$ cat config.mk
export PLATFORM = sky130hd
export DESIGN_NAME = gpm_port
export DESIGN_NICKNAME = d
export VERILOG_FILES = /design/src/include/gpm_pkg.sv /design/src/verilog/gpm_port.sv
export SDC_FILE = /design/constraint.sdc
export NUM_CORES = 1
export LEC_CHECK = 0
export BUFFER_PORTS_ARGS = -buffer_cell sky130_fd_sc_hd__buf_4
export CORE_ASPECT_RATIO = 0.5
export CORE_MARGIN = 4
export CORE_UTILIZATION = 37
export DETAILED_ROUTE_END_ITERATION = 6
export PLACE_DENSITY = 0.76
export SLEW_MARGIN = 10
export SYNTH_ARGS = -nofsm -noshare
export SYNTH_HDL_FRONTEND = slang
export SYNTH_SLANG_ARGS = --single-unit
export TNS_END_PERCENT = 10
$ cat constraint.sdc
create_clock -name clk -period 1.2 [get_ports clk]
set_clock_uncertainty 0.05 [all_clocks]
set_input_delay 0.18 -clock clk [delete_from_list [all_inputs] [get_ports clk]]
set_output_delay 0.18 -clock clk [all_outputs]
set_load 0.01 [all_outputs]
$ cat src/include/gpm_pkg.sv
// constants and types for the seven-pin port with alternate functions
package gpm_pkg;
  localparam int NUM_PINS = 7;
  localparam int FSEL_W = 2;
  // function select codes
  typedef enum logic [1:0] {
    GPM_FN_PRIMARY = 2'h0,
    GPM_FN_ALT1 = 2'h1,
    GPM_FN_ALT2 = 2'h2,
    GPM_FN_ALT3 = 2'h3
  } gpm_fsel_t;
  // pin positions of the alternate connections
  localparam int PIN_SPI_TXD = 0;
  localparam int PIN_SPI_CLKO = 1;
  localparam int PIN_SPI_FSO = 3;
  localparam int PIN_DBG_DATA = 6;
  localparam int PIN_UART_TX_A = 0;
  localparam int PIN_UART_TX_B = 2;
  localparam int PIN_PWM_LAST = 2;
  localparam int PIN_SPI_RXD = 2;
  localparam int PIN_SPI_CLKI = 4;
  localparam int PIN_SPI_FSI = 5;
  localparam int PIN_UART_RX_A = 0;
  localparam int PIN_UART_RX_B = 2;
  localparam int PIN_DBG_CLK = 5;
  // reset values
  localparam logic [6:0] RST_OUT = 7'h00;
  localparam logic [6:0] RST_OE = 7'h00;
  localparam logic [6:0] RST_IE = 7'h7F;
  localparam logic [6:0] RST_IN = 7'h7F;
  localparam logic [6:0] RST_PULL = 7'h00;
  localparam logic [6:0] RST_OD = 7'h00;
  localparam logic [13:0] RST_FSEL = 14'h0000;
endpackage

$ cat src/verilog/gpm_port.sv
// seven-pin general purpose port with alternate function multiplexer
// Overview of operation
// - software writes each pin's output level
// - software reads each pin's sampled input
// - alternate function routes pin to peripheral
// - per-pin input stage enable control
// - disabled input stage reads as one
// - driver enable from software unless alternate
// - per-pin pull-up control
// - per-pin independent pull-down control
// - per-pin push-pull or open-drain select
// - seven pins, each own output/input bit
// - alt one outputs: spi tx, clk, fs, debug
// - alt two outputs: uart tx on 0, 2
// - alt three outputs: pwm on 0 to 2
// - alt one inputs: spi rx, clk, fs, debug
// - alt two inputs: uart rx, debug clock
// - alt three inputs connect nothing
module gpm_port (
  input wire logic clk,
  input wire logic rst,
  // software write strobes and data, one control word per kind
  input wire logic out_wr,
  input wire logic [6:0] out_wdata,
  input wire logic oe_wr,
  input wire logic [6:0] oe_wdata,
  input wire logic ie_wr,
  input wire logic [6:0] ie_wdata,
  input wire logic pu_wr,
  input wire logic [6:0] pu_wdata,
  input wire logic pd_wr,
  input wire logic [6:0] pd_wdata,
  input wire logic od_wr,
  input wire logic [6:0] od_wdata,
  input wire logic fsel_wr,
  input wire logic [13:0] fsel_wdata,
  // software view of state
  output logic [6:0] in_rdata,
  output logic [6:0] out_rdata,
  output logic [6:0] oe_rdata,
  output logic [6:0] ie_rdata,
  output logic [6:0] pu_rdata,
  output logic [6:0] pd_rdata,
  output logic [6:0] od_rdata,
  output logic [13:0] fsel_rdata,
  // pads
  input wire logic [6:0] pad_in,
  output logic [6:0] pad_out,
  output logic [6:0] pad_oe,
  output logic [6:0] pad_pu_en,
  output logic [6:0] pad_pd_en,
  output logic [6:0] pad_ie,
  // peripheral outputs toward pins
  input wire logic spi_txd,
  input wire logic spi_txd_oe,
  input wire logic spi_clk_out,
  input wire logic spi_clk_oe,
  input wire logic spi_fs_out,
  input wire logic spi_fs_oe,
  input wire logic dbg_data_out,
  input wire logic dbg_data_oe,
  input wire logic uart_txd,
  input wire logic uart_txd_oe,
  input wire logic pwm_out,
  input wire logic pwm_oe,
  // peripheral inputs from pins
  output logic spi_rxd,
  output logic serial_clock_input,
  output logic spi_fs_in,
  output logic dbg_data_in,
  output logic uart_rxd,
  output logic dbg_clk_in
);
  logic [6:0] out_q, oe_q, ie_q, pu_q, pd_q, od_q, in_q;
  logic [13:0] fsel_q;
  logic [6:0] alt_val, alt_oe, alt_sel, drv_val, drv_oe, pin_in;

  // output level bits
  always_ff @(posedge clk) begin
    if (rst) out_q <= gpm_pkg::RST_OUT;
    else if (out_wr) out_q <= out_wdata;
  end

  // driver enable bits
  always_ff @(posedge clk) begin
    if (rst) oe_q <= gpm_pkg::RST_OE;
    else if (oe_wr) oe_q <= oe_wdata;
  end

  // input stage enable bits
  always_ff @(posedge clk) begin
    if (rst) ie_q <= gpm_pkg::RST_IE;
    else if (ie_wr) ie_q <= ie_wdata;
  end

  // pull resistor controls, independent of each other
  always_ff @(posedge clk) begin
    if (rst) begin
      pu_q <= gpm_pkg::RST_PULL;
      pd_q <= gpm_pkg::RST_PULL;
    end else begin
      if (pu_wr) pu_q <= pu_wdata;
      if (pd_wr) pd_q <= pd_wdata;
    end
  end

  // output type bits
  always_ff @(posedge clk) begin
    if (rst) od_q <= gpm_pkg::RST_OD;
    else if (od_wr) od_q <= od_wdata;
  end

  // function select, two bits per pin
  always_ff @(posedge clk) begin
    if (rst) fsel_q <= gpm_pkg::RST_FSEL;
    else if (fsel_wr) fsel_q <= fsel_wdata;
  end

  // gated pin level, reads one while input stage is off
  assign pin_in = pad_in | ~ie_q;

  // sampled input register
  always_ff @(posedge clk) begin
    if (rst) in_q <= gpm_pkg::RST_IN;
    else in_q <= pin_in;
  end

  // per-pin alternate output mux and driver stage
  for (genvar i = 0; i < gpm_pkg::NUM_PINS; i++) begin : g_pin
    gpm_pkg::gpm_fsel_t fs;
    logic a_val;
    logic a_oe;
    assign fs = gpm_pkg::gpm_fsel_t'(fsel_q[2*i +: 2]);
    // local mux keeps one writer per process; unused codes drive zero with the driver off
    always_comb begin
      a_val = 1'b0;
      a_oe = 1'b0;
      unique case (fs)
        gpm_pkg::GPM_FN_PRIMARY: begin
        end
        gpm_pkg::GPM_FN_ALT1: begin
          if (i == gpm_pkg::PIN_SPI_TXD) begin
            a_val = spi_txd;
            a_oe = spi_txd_oe;
          end else if (i == gpm_pkg::PIN_SPI_CLKO) begin
            a_val = spi_clk_out;
            a_oe = spi_clk_oe;
          end else if (i == gpm_pkg::PIN_SPI_FSO) begin
            a_val = spi_fs_out;
            a_oe = spi_fs_oe;
          end else if (i == gpm_pkg::PIN_DBG_DATA) begin
            a_val = dbg_data_out;
            a_oe = dbg_data_oe;
          end
        end
        gpm_pkg::GPM_FN_ALT2: begin
          if (i == gpm_pkg::PIN_UART_TX_A ||
              i == gpm_pkg::PIN_UART_TX_B) begin
            a_val = uart_txd;
            a_oe = uart_txd_oe;
          end
        end
        gpm_pkg::GPM_FN_ALT3: begin
          if (i <= gpm_pkg::PIN_PWM_LAST) begin
            a_val = pwm_out;
            a_oe = pwm_oe;
          end
        end
      endcase
    end
    assign alt_val[i] = a_val;
    assign alt_oe[i] = a_oe;
    assign alt_sel[i] = (fs != gpm_pkg::GPM_FN_PRIMARY);
    // primary path or peripheral path
    assign drv_val[i] = alt_sel[i] ? alt_val[i] : out_q[i];
    assign drv_oe[i] = alt_sel[i] ? alt_oe[i] : oe_q[i];
  end

  // open-drain only drives low; push-pull drives both levels
  always_comb begin
    for (int k = 0; k < gpm_pkg::NUM_PINS; k++) begin
      pad_out[k] = od_q[k] ? 1'b0 : drv_val[k];
      pad_oe[k] = drv_oe[k] & (~od_q[k] | ~drv_val[k]);
    end
  end

  // peripheral inputs from pins, selected per function
  always_comb begin
    spi_rxd = 1'b1;
    serial_clock_input = 1'b0;
    spi_fs_in = 1'b1;
    dbg_data_in = 1'b1;
    uart_rxd = 1'b1;
    dbg_clk_in = 1'b0;
    if (fsel_q[2*gpm_pkg::PIN_SPI_RXD +: 2] == 2'h1)
      spi_rxd = pin_in[gpm_pkg::PIN_SPI_RXD];
    if (fsel_q[2*gpm_pkg::PIN_SPI_CLKI +: 2] == 2'h1)
      serial_clock_input = pin_in[gpm_pkg::PIN_SPI_CLKI];
    if (fsel_q[2*gpm_pkg::PIN_SPI_FSI +: 2] == 2'h1)
      spi_fs_in = pin_in[gpm_pkg::PIN_SPI_FSI];
    if (fsel_q[2*gpm_pkg::PIN_DBG_DATA +: 2] == 2'h1)
      dbg_data_in = pin_in[gpm_pkg::PIN_DBG_DATA];
    // pin 0 wins if both are selected
    if (fsel_q[2*gpm_pkg::PIN_UART_RX_B +: 2] == 2'h2)
      uart_rxd = pin_in[gpm_pkg::PIN_UART_RX_B];
    if (fsel_q[2*gpm_pkg::PIN_UART_RX_A +: 2] == 2'h2)
      uart_rxd = pin_in[gpm_pkg::PIN_UART_RX_A];
    if (fsel_q[2*gpm_pkg::PIN_DBG_CLK +: 2] == 2'h2)
      dbg_clk_in = pin_in[gpm_pkg::PIN_DBG_CLK];
    // select three feeds no peripheral input
  end

  // software read-back and pad controls
  assign in_rdata = in_q;
  assign out_rdata = out_q;
  assign oe_rdata = oe_q;
  assign ie_rdata = ie_q;
  assign pu_rdata = pu_q;
  assign pd_rdata = pd_q;
  assign od_rdata = od_q;
  assign fsel_rdata = fsel_q;
  assign pad_pu_en = pu_q;
  assign pad_pd_en = pd_q;
  assign pad_ie = ie_q;
endmodule

# Word-level counts from Yosys, hierarchy flattened
# Cells that the tools add are included.
totals:
  romBits: 0
  out_inout_bits: 104
  in_bits: 84
  latchBits: 0
  wordCells: 96
  ramBits: 0
  mem_count: 0
  register_bits: 63
op_classes:
  n_shift: 0
  n_bitwise: 30
  n_addsub: 0
  div_mod_pow: 0
  n_eq_ne: 13
  mux: 38
  n_reduce_logical: 7
  order_cmp: 0
  n_mul: 0
op_table:
  columns: ["op", "count"]
  rows:
  - ["two-way mux 1 bit", 32]
  - ["equality test 2 x 1 -> 1 bit, second input constant", 7]
  - ["NOT 1 bit", 14]
  - ["nonzero test 2 bit", 7]
  - ["equality test 2 bit, second input constant", 6]
  - ["case mux 1 bit (2 select lines)", 4]
  - ["AND 1 bit", 7]
  - ["NOT 7 bit", 1]
  - ["OR 1 bit", 7]
  - ["OR 7 bit", 1]
  - ["case mux 1 bit (3 select lines)", 2]

# Logic depth before layout (Yosys ltp)
# Gate-level depths: netlist (run 1).
depth:
  word_depth: 6
  ltp_mapped: 4
  ltp_nobuf: 3

# Worst setup path after synthesis (run 1)
# Ideal clock, no wire load.
synth_timing:
  path_kind: "flip-flop to output port"
  startpoint: "reg fsel_q[1], in the netlist fsel_rdata[1]"
  endpoint: "out pad_oe[0]"
  path_slack_ps: -229
  required_ps: 970
  arrival_ps: 1199
  path_buffers: 0
  stages_incl_launch_ff: 3
  path_cell_list: "dfxtp_1 mux4_2 a21boi_1"
synth_between:
  elab_chain_cells: 6
  elab_cells_between_ends: 11
synth_rtl:
  columns: ["element", "line_no", "source"]
  rows:
  - ["start: declaration", "gpm_port.sv:75", "logic [13:0] fsel_q;"]
  - ["start signal: assignment", "gpm_port.sv:115", "if (rst) fsel_q <= gpm_pkg::RST_FSEL;"]
  - ["start signal: assignment", "gpm_port.sv:116", "else if (fsel_wr) fsel_q <= fsel_wdata;"]
  - ["equality test 2 bit / equality test 2 x 1 -> 1 bit (equally long branches)", "gpm_port.sv:138", "unique case (fs)"]
  - ["case mux 1 bit (3 select lines)", "gpm_port.sv:138", null]
  - ["two-way mux 1 bit", "gpm_port.sv:175", "assign drv_val[i] = alt_sel[i] ? alt_val[i] : out_q[i];"]
  - ["NOT 1 bit", "gpm_port.sv:183", "pad_oe[k] = drv_oe[k] & (~od_q[k] | ~drv_val[k]);"]
  - ["OR 1 bit", "gpm_port.sv:183", null]
  - ["AND 1 bit (*)", "gpm_port.sv:183", null]
  - ["end: declaration", "gpm_port.sv:49", "output logic [6:0] pad_oe,"]
# Every way passes the cells marked *; elsewhere a longest branch is shown, timed or not.

# Final worst setup path (run 1)
layout_timing:
  startpoint: "reg fsel_q[1], in the netlist fsel_rdata[1]"
  endpoint: "out pad_out[0]"
layout_between:
  elab_chain_cells: 4
  elab_cells_between_ends: 7
layout_rtl:
  columns: ["element", "line_no", "source"]
  rows:
  - ["equality test 2 bit / equality test 2 x 1 -> 1 bit (equally long branches)", "gpm_port.sv:138", null]
  - ["case mux 1 bit (3 select lines)", "gpm_port.sv:138", null]
  - ["two-way mux 1 bit (*)", "gpm_port.sv:175", null]
  - ["two-way mux 1 bit (*)", "gpm_port.sv:182", "pad_out[k] = od_q[k] ? 1'b0 : drv_val[k];"]
  - ["end: declaration", "gpm_port.sv:48", "output logic [6:0] pad_out,"]
# Marked as above.

==> impl_metrics.csv, run 1 <==
group,metric,value,unit
global_route,antenna_found_initial,0,
logic_synthesis,yosysUniqueCellTypes,28,
detailed_routing,wl_per_cell,15.78,um
logic_synthesis,synth_cells,271,
global_route,grt_max_degree,35,
sta,rsz0062_at_grt,"yes",
global_route,grt.total_usage,18.82,%
logic_synthesis,netlist.area_leader.share,46.54,%
sta,hold_viol,0,
floorplan,die_y,68.52,um
logic_synthesis,synth_area_leaders,"dfxtp_1 (47%), mux2i_1 (20%), nor2_1 (7.6%)",
power,max-vdd-ir-drop,0.0007380,V
clock_network,clk_pin_slew,50,ps
detailed_routing,viasPerCell,4.691,
worst_setup_path,crit_start,"fsel_rdata[1]",
detailed_routing,drt-total-wl,8.774,mm
floorplan,rows,21,
sta,fmax,579.0,MHz
place,place_area,4187,um2
logic_synthesis,synth_flop_cell,"dfxtp_1",
run,drv_cap,0,
place,place_hpwl,6.541,mm
hold_path,hold_start,"ie_wdata[1]",
power,leakagePower,2.296,nW
final_layout,final_util,67.63,%
sta,timing.final.ws_setup,-527.2,ps
clock_network,clockBufferDepth,2,
logic_synthesis,ys_ff_latch,63,
place,gp_congestion,0.7920,
detailed_routing,ant_nets,0,
floorplan,io_pins,188,
clock_network,htree_levels,3,
final_layout,syn2layout_area_growth,71.79,%
sta,worstMarginPinSlew,361.4,ps
worst_setup_path,critPathMaxFanout,4,
place,port_buffers,187,
logic_synthesis,netlist_top_cells_count,"dfxtp_1 (63), nor2_1 (55), mux2i_1 (54)",
sta,drv_slew,0,
clock_network,cts_tree,"built",
worst_setup_path,start_kind,"register",
floorplan,initial_core_util,39.37,%
detailed_routing,vias,2608,
logic_synthesis,syn_avg_cell_area,10.00,um2
logic_synthesis,synth_edf_count,0,
logic_synthesis,seq_area_frac_synth,46.54,%
final_layout,drive_above_1_share,56.47,%
floorplan,fp.dieW,129.0,um
floorplan,coreArea,6884,um2
final_layout,nFillCells,555,
worst_setup_path,reg2reg_depth,1,
global_route,first_global_vias,2524,
worst_setup_path,end_kind,"primary output",
detailed_routing,drt-pass1-iter-count,4,
sta,setup_viol,20,
power,fin_total_pwr,6.069,mW
run_status,run_status,"complete, but fails checks",
logic_synthesis,synth_nets,355,
logic_synthesis,synth_area_leader_cell,"dfxtp_1",
final_layout,nets,543,
global_route,gr-total-overflow,0,
worst_setup_path,r2r-start,"ie_rdata[6]",
detailed_routing,drc_errors,0,
logic_synthesis,syn-cell-area,2710,um2
sta,period_share,143.9,%
hold_path,min_delay_path_depth,2,
sta,finalCriticalPeriod,1727,ps
clock_network,cts_made_buffers,9,
global_route,grt_pass1_wl,12.64,mm
worst_setup_path,crit_type,"register to primary output",
sta,whs,6.831,ps
sta,slew_headroom,75.91,%
clock_network,numClockSinks,63,
run_status,failed_checks,"negative setup slack",
clock_network,clkLatencyLatePin,330,ps
final_layout,stdcell_area,4656,um2
worst_setup_path,cp_data_required_time,970,ps
logic_synthesis,ys_async_sr_fraction,0,%
floorplan,die_area,8841,um2
logic_synthesis,synth_most_common_cell,"dfxtp_1",
detailed_routing,drt_iter0_markers,139,
power,power_density,1304,nW/um2
logic_synthesis,yosysWarnings,0,
final_layout,antenna_cells,0,
hold_path,worstHoldPathType,"input pin to register",
clock_network,root_buffer,"clkbuf_16",
worst_setup_path,worst_ep_arrival_time,1500,ps
## metrics by stage
step                      setup slack, ps  setup TNS [ps]  instances
after global placement             -199.7          -849.2        534
after global routing               -579.6           -6129        556
final                              -527.2           -5113        556
after floorplan                    -89.86          -511.7        271
after CTS                          -540.3           -5380        556
after detailed placement           -199.5          -863.0        534
## kinds of logic (layout without fill, tap and decap cells)
logic type / count (synthesis) / count (layout) / synth area share, %
buffers and inverters: 37 / 230 / 8.587
DFF: 63 / 63 / 46.54
and+or+nand+nor: 96 / 96 / 17.59
AOI/OAI and AO/OA: 17 / 17 / 4.709
muxes: 58 / 58 / 22.58
## layer usage
metal  vias to the layer above  track usage [%]  share of wire (%)
met5                         -                0                  0
met2                        76            34.73                 55
met3                        18            4.385                4.8
li1                       1276                -                  -
met1                      1238            21.49                 39
met4                         0            7.853                1.6
## critical path, cell delays in order (launching register included)
cell and delay (ps):
dfxtp_4 360, mux4_2 540, nor2b_4 150, buf_6 110
## state kept, by name (all words and copies together) (netlist names)
| signal | count |
|---|---|
| ie_rdata | 7 |
| pad_pu_en | 7 |
| fsel_rdata | 14 |
| od_rdata | 7 |
| pad_pd_en | 7 |
| in_rdata | 7 |
| out_rdata | 7 |
| oe_rdata | 7 |
## final timing paths
path,to,slack (ps)
max,pad_out[0],-530
min,ie_rdata[1],7
max reg2reg,in_rdata[6],160
min reg2reg,in_rdata[1],370
## layout make-up
| cell class | instances | area [um2] | area share, % |
|---|---|---|---|
| timing repair buffer | 214 | 1640 | 35.23 |
| multi-input combinational | 171 | 1308 | 28.08 |
| sequential | 63 | 1294 | 27.79 |
| clock buffer | 9 | 225.2 | 4.837 |
| tap | 92 | 115.1 | 2.472 |
| clock inverter | 7 | 73.82 | 1.586 |
## cells in the final DEF (no fill, tap or decap), types with 3 or more instances in the layout
cell,Yosys,final
dfxtp_4,0,5
nor3_1,4,4
nor2b_1,14,11
nor3b_2,0,3
dfxtp_2,0,11
a211o_1,7,7
clkinvlp_4,0,4
nand2_1,5,5
clkbuf_16,0,9
dlygate4sd3_1,0,6
mux2i_1,54,52
or3b_2,3,3
buf_6,0,5
buf_4,22,203
a21oi_1,4,3
nor2_1,55,53
dfxtp_1,63,47
## what timing repair did
| action | in CTS | in global routing |
|---|---|---|
| endpoints found under the hold margin | 6 | 0 |
| resized for setup | 24 | 15 |
| pin swaps | 2 | 1 |
| endpoints found under the setup margin | 23 | 26 |
| cloned | 0 | 0 |
| hold buffers | 6 | 0 |
| buffers inserted | 0 | 0 |
## power breakdown
group          switching (mW)  leakage (nW)  internal, mW
combinational           0.460          1.64         0.699
clock                   0.952         0.134          1.60
sequential              0.130         0.527          2.22
Power figures use the tool's default switching activity.
==> inputs of run 2 (changes only) <==
--- a/config.mk
+++ b/config.mk
@@ -5,11 +5,12 @@
 export SDC_FILE = /design/constraint.sdc
 export NUM_CORES = 1
 export LEC_CHECK = 0
-export BUFFER_PORTS_ARGS = -buffer_cell sky130_fd_sc_hd__buf_4
+export BUFFER_PORTS_ARGS = -buffer_cell sky130_fd_sc_hd__buf_2
 export CORE_ASPECT_RATIO = 0.5
 export CORE_MARGIN = 4
 export CORE_UTILIZATION = 37
 export DETAILED_ROUTE_END_ITERATION = 6
+export GPL_ROUTABILITY_DRIVEN = 1
 export PLACE_DENSITY = 0.76
 export SLEW_MARGIN = 10
 export SYNTH_ARGS = -nofsm -noshare
==> run 2 against run 1 <==
The flow still finishes with violations (negative setup slack). Design area shrank 11%. Utilization shrank 7.6 points. Sequential share of layout area grew 3.5 points. Register-to-register slack is essentially flat. Critical path depth is the same. Flip-flop and latch count is the same. Die area is the same. Setup slack is essentially flat. Critical endpoint unchanged. Largest cell class is now multi-input combinational cells.
==> impl_metrics.csv, run 2 (same netlist as run 1, synthesis figures left out) <==
group,metric,value,unit
worst_setup_path,end_kind,"primary output",
floorplan,initial_core_util,39.37,%
final_layout,mostFrequentLayoutCells,"buf_2 (185), nor2_1 (53), mux2i_1 (52), dfxtp_1 (47), buf_4 (16)",
final_layout,largest_reg_flops,14,
place,gp_congestion,0.7846,
worst_setup_path,critPathMaxFanout,5,
sta,whs,10.43,ps
worst_setup_path,r2r-start,"ie_rdata[6]",
worst_setup_path,cp_data_required_time,970,ps
final_layout,seqCellArea,1291,um2
clock_network,cts_made_buffers,9,
floorplan,rows,21,
clock_network,htree_levels,3,
sta,finalCriticalPeriod,1728,ps
floorplan,coreArea,6884,um2
worst_setup_path,crit_start,"fsel_rdata[1]",
final_layout,multi_input_area,1294,um2
worst_setup_path,crit_type,"register to primary output",
power,seq_power_share,40.5,%
power,leakagePower,2.155,nW
worst_setup_path,cpPeakStageDelay,540,ps
global_route,antenna_found_initial,0,
detailed_routing,ant_nets,0,
place,place_area,3729,um2
global_route,grt_max_degree,30,
place,place_hpwl,6.126,mm
worst_setup_path,critical_path.cell_chain,"mux4_2, nor2b_4, buf_6",
power,clockPowerShare,43.2,%
worst_setup_path,reg2reg_depth,1,
run,drv_cap,0,
clock_network,clkLatencyLatePin,320,ps
detailed_routing,wl_per_cell,14.73,um
sta,worstMarginPinSlew,283.8,ps
sta,setup_viol,20,
detailed_routing,drt-pass1-iter-count,4,
power,max-vdd-ir-drop,0.0007222,V
worst_setup_path,start_kind,"register",
floorplan,die_y,68.52,um
global_route,gr-total-overflow,0,
power,combPwrFrac,16.4,%
run_status,run_status,"complete, but fails checks",
clock_network,cts_tree,"built",
sta,rsz0062_at_grt,"yes",
sta,hold_viol,0,
global_route,grt_pass1_wl,11.61,mm
detailed_routing,vias,2523,
sta,slew_headroom,81.08,%
sta,drv_slew,0,
detailed_routing,viasPerCell,4.587,
floorplan,io_pins,188,
hold_path,worstHoldPathType,"input pin to register",
clock_network,clockBufferDepth,2,
worst_setup_path,cp_slowest_cell,"mux4_2",
floorplan,die_area,8841,um2
clock_network,numClockSinks,63,
worst_setup_path,rrSetupSlack,160,ps
final_layout,nFillCells,627,
power,switchingPower,1.423,mW
place,dp_cells,532,
power,power_density,1406,nW/um2
sta,fmax,578.9,MHz
hold_path,hold_start,"ie_wdata[0]",
floorplan,fp.dieW,129.0,um
detailed_routing,drt_iter0_markers,110,
final_layout,final_common_cell,"buf_2",
worst_setup_path,worst_ep_arrival_time,1500,ps
sta,period_share,144.0,%
sta,timing.final.ws_setup,-527.5,ps
power,p_int,4.385,mW
detailed_routing,drc_errors,0,
global_route,grt.total_usage,17.08,%
worst_setup_path,r2r_end,"in_rdata[6]",
hold_path,min_delay_path_depth,2,
detailed_routing,drt-total-wl,8.102,mm
place,port_buffers,187,
final_layout,final_util,60.01,%
final_layout,antenna_cells,0,
global_route,first_global_vias,2304,
final_layout,syn2layout_area_growth,52.45,%
clock_network,clk_pin_slew,50,ps
place,dp_slack,-205.4,ps
run_status,failed_checks,"negative setup slack",
final_layout,drive_above_1_share,56.11,%
worst_setup_path,crit_end,"pad_out[0]",
final_layout,stdcell_area,4131,um2
final_layout,instances_no_fill,550,
final_layout,nets,537,
clock_network,root_buffer,"clkbuf_16",
power,netSwitchingFraction,24.50,%
==> run 2: cell count changes in the layout (fill, tap and decap cells not counted), sizes merged <==
cell,delta
clkinvlp,-4
dlygate4sd3,-4
clkbuf,+3
buf,-2
clkinv,+1
==> run 2: critical path: cells and delay by family, from the launching register on <==
kind	cells	cell delay, ps
simple gates	1	150
mux	1	540
buf+inv	1	110
flops	1	370
==> run 2: metrics by stage <==
step / power, mW / TNS (ps)
floorplan: 2.887 / -511.7
global placement: 3.288 / -861.9
detailed placement: 3.302 / -956.8
CTS: 5.856 / -5317
global route: 6.081 / -6381
finish: 5.807 / -5191
==> run 2: area by class of cell <==
cell class | instances | area share (%)
clock buffers | 12 | 5.966
clock inverters | 4 | 1.090
multi-input cells | 171 | 31.31
flip-flops and latches | 63 | 31.25
well taps | 92 | 2.786
repair buffers | 208 | 27.59
==> run 2: timing repair <==
action                                 in CTS  in global routing
endpoints found under the hold margin       2                  0
hold buffers                                2                  0
pin swaps                                   2                  1
setup endpoints to repair                  23                 24
buffers inserted                            0                  0
gates resized for setup                    19                 13
==> run 2: power by group through the flow <==
stage	combinational (mW)	clock (mW)	sequential (mW)
final	0.951	2.51	2.35
after global routing	1.03	2.68	2.37
after CTS	0.943	2.57	2.35
after detailed placement	0.922	0	2.38
after global placement	0.913	0	2.38
after floorplan	0.462	0	2.43
==> run 2: per-layer routing <==
| layer | GRT usage [%] | vias to the layer above | part of all wire, % |
|---|---|---|---|
| met5 | 0 | - | 0 |
| li1 | - | 1267 | - |
| met1 | 20.36 | 1183 | 40 |
| met4 | 6.283 | 0 | 1.5 |
| met2 | 30.09 | 62 | 54 |
| met3 | 4.769 | 11 | 4.2 |
==> run 2: worst min path at each step <==
| stage | end | slack [ps] |
|---|---|---|
| detailed placement | in_rdata[1] | 320 |
| global placement | in_rdata[1] | 320 |
| finish | ie_rdata[0] | 10 |
| floorplan | in_rdata[1] | 230 |
| global route | ie_rdata[5] | 10 |
| CTS | ie_rdata[0] | 0.1 |
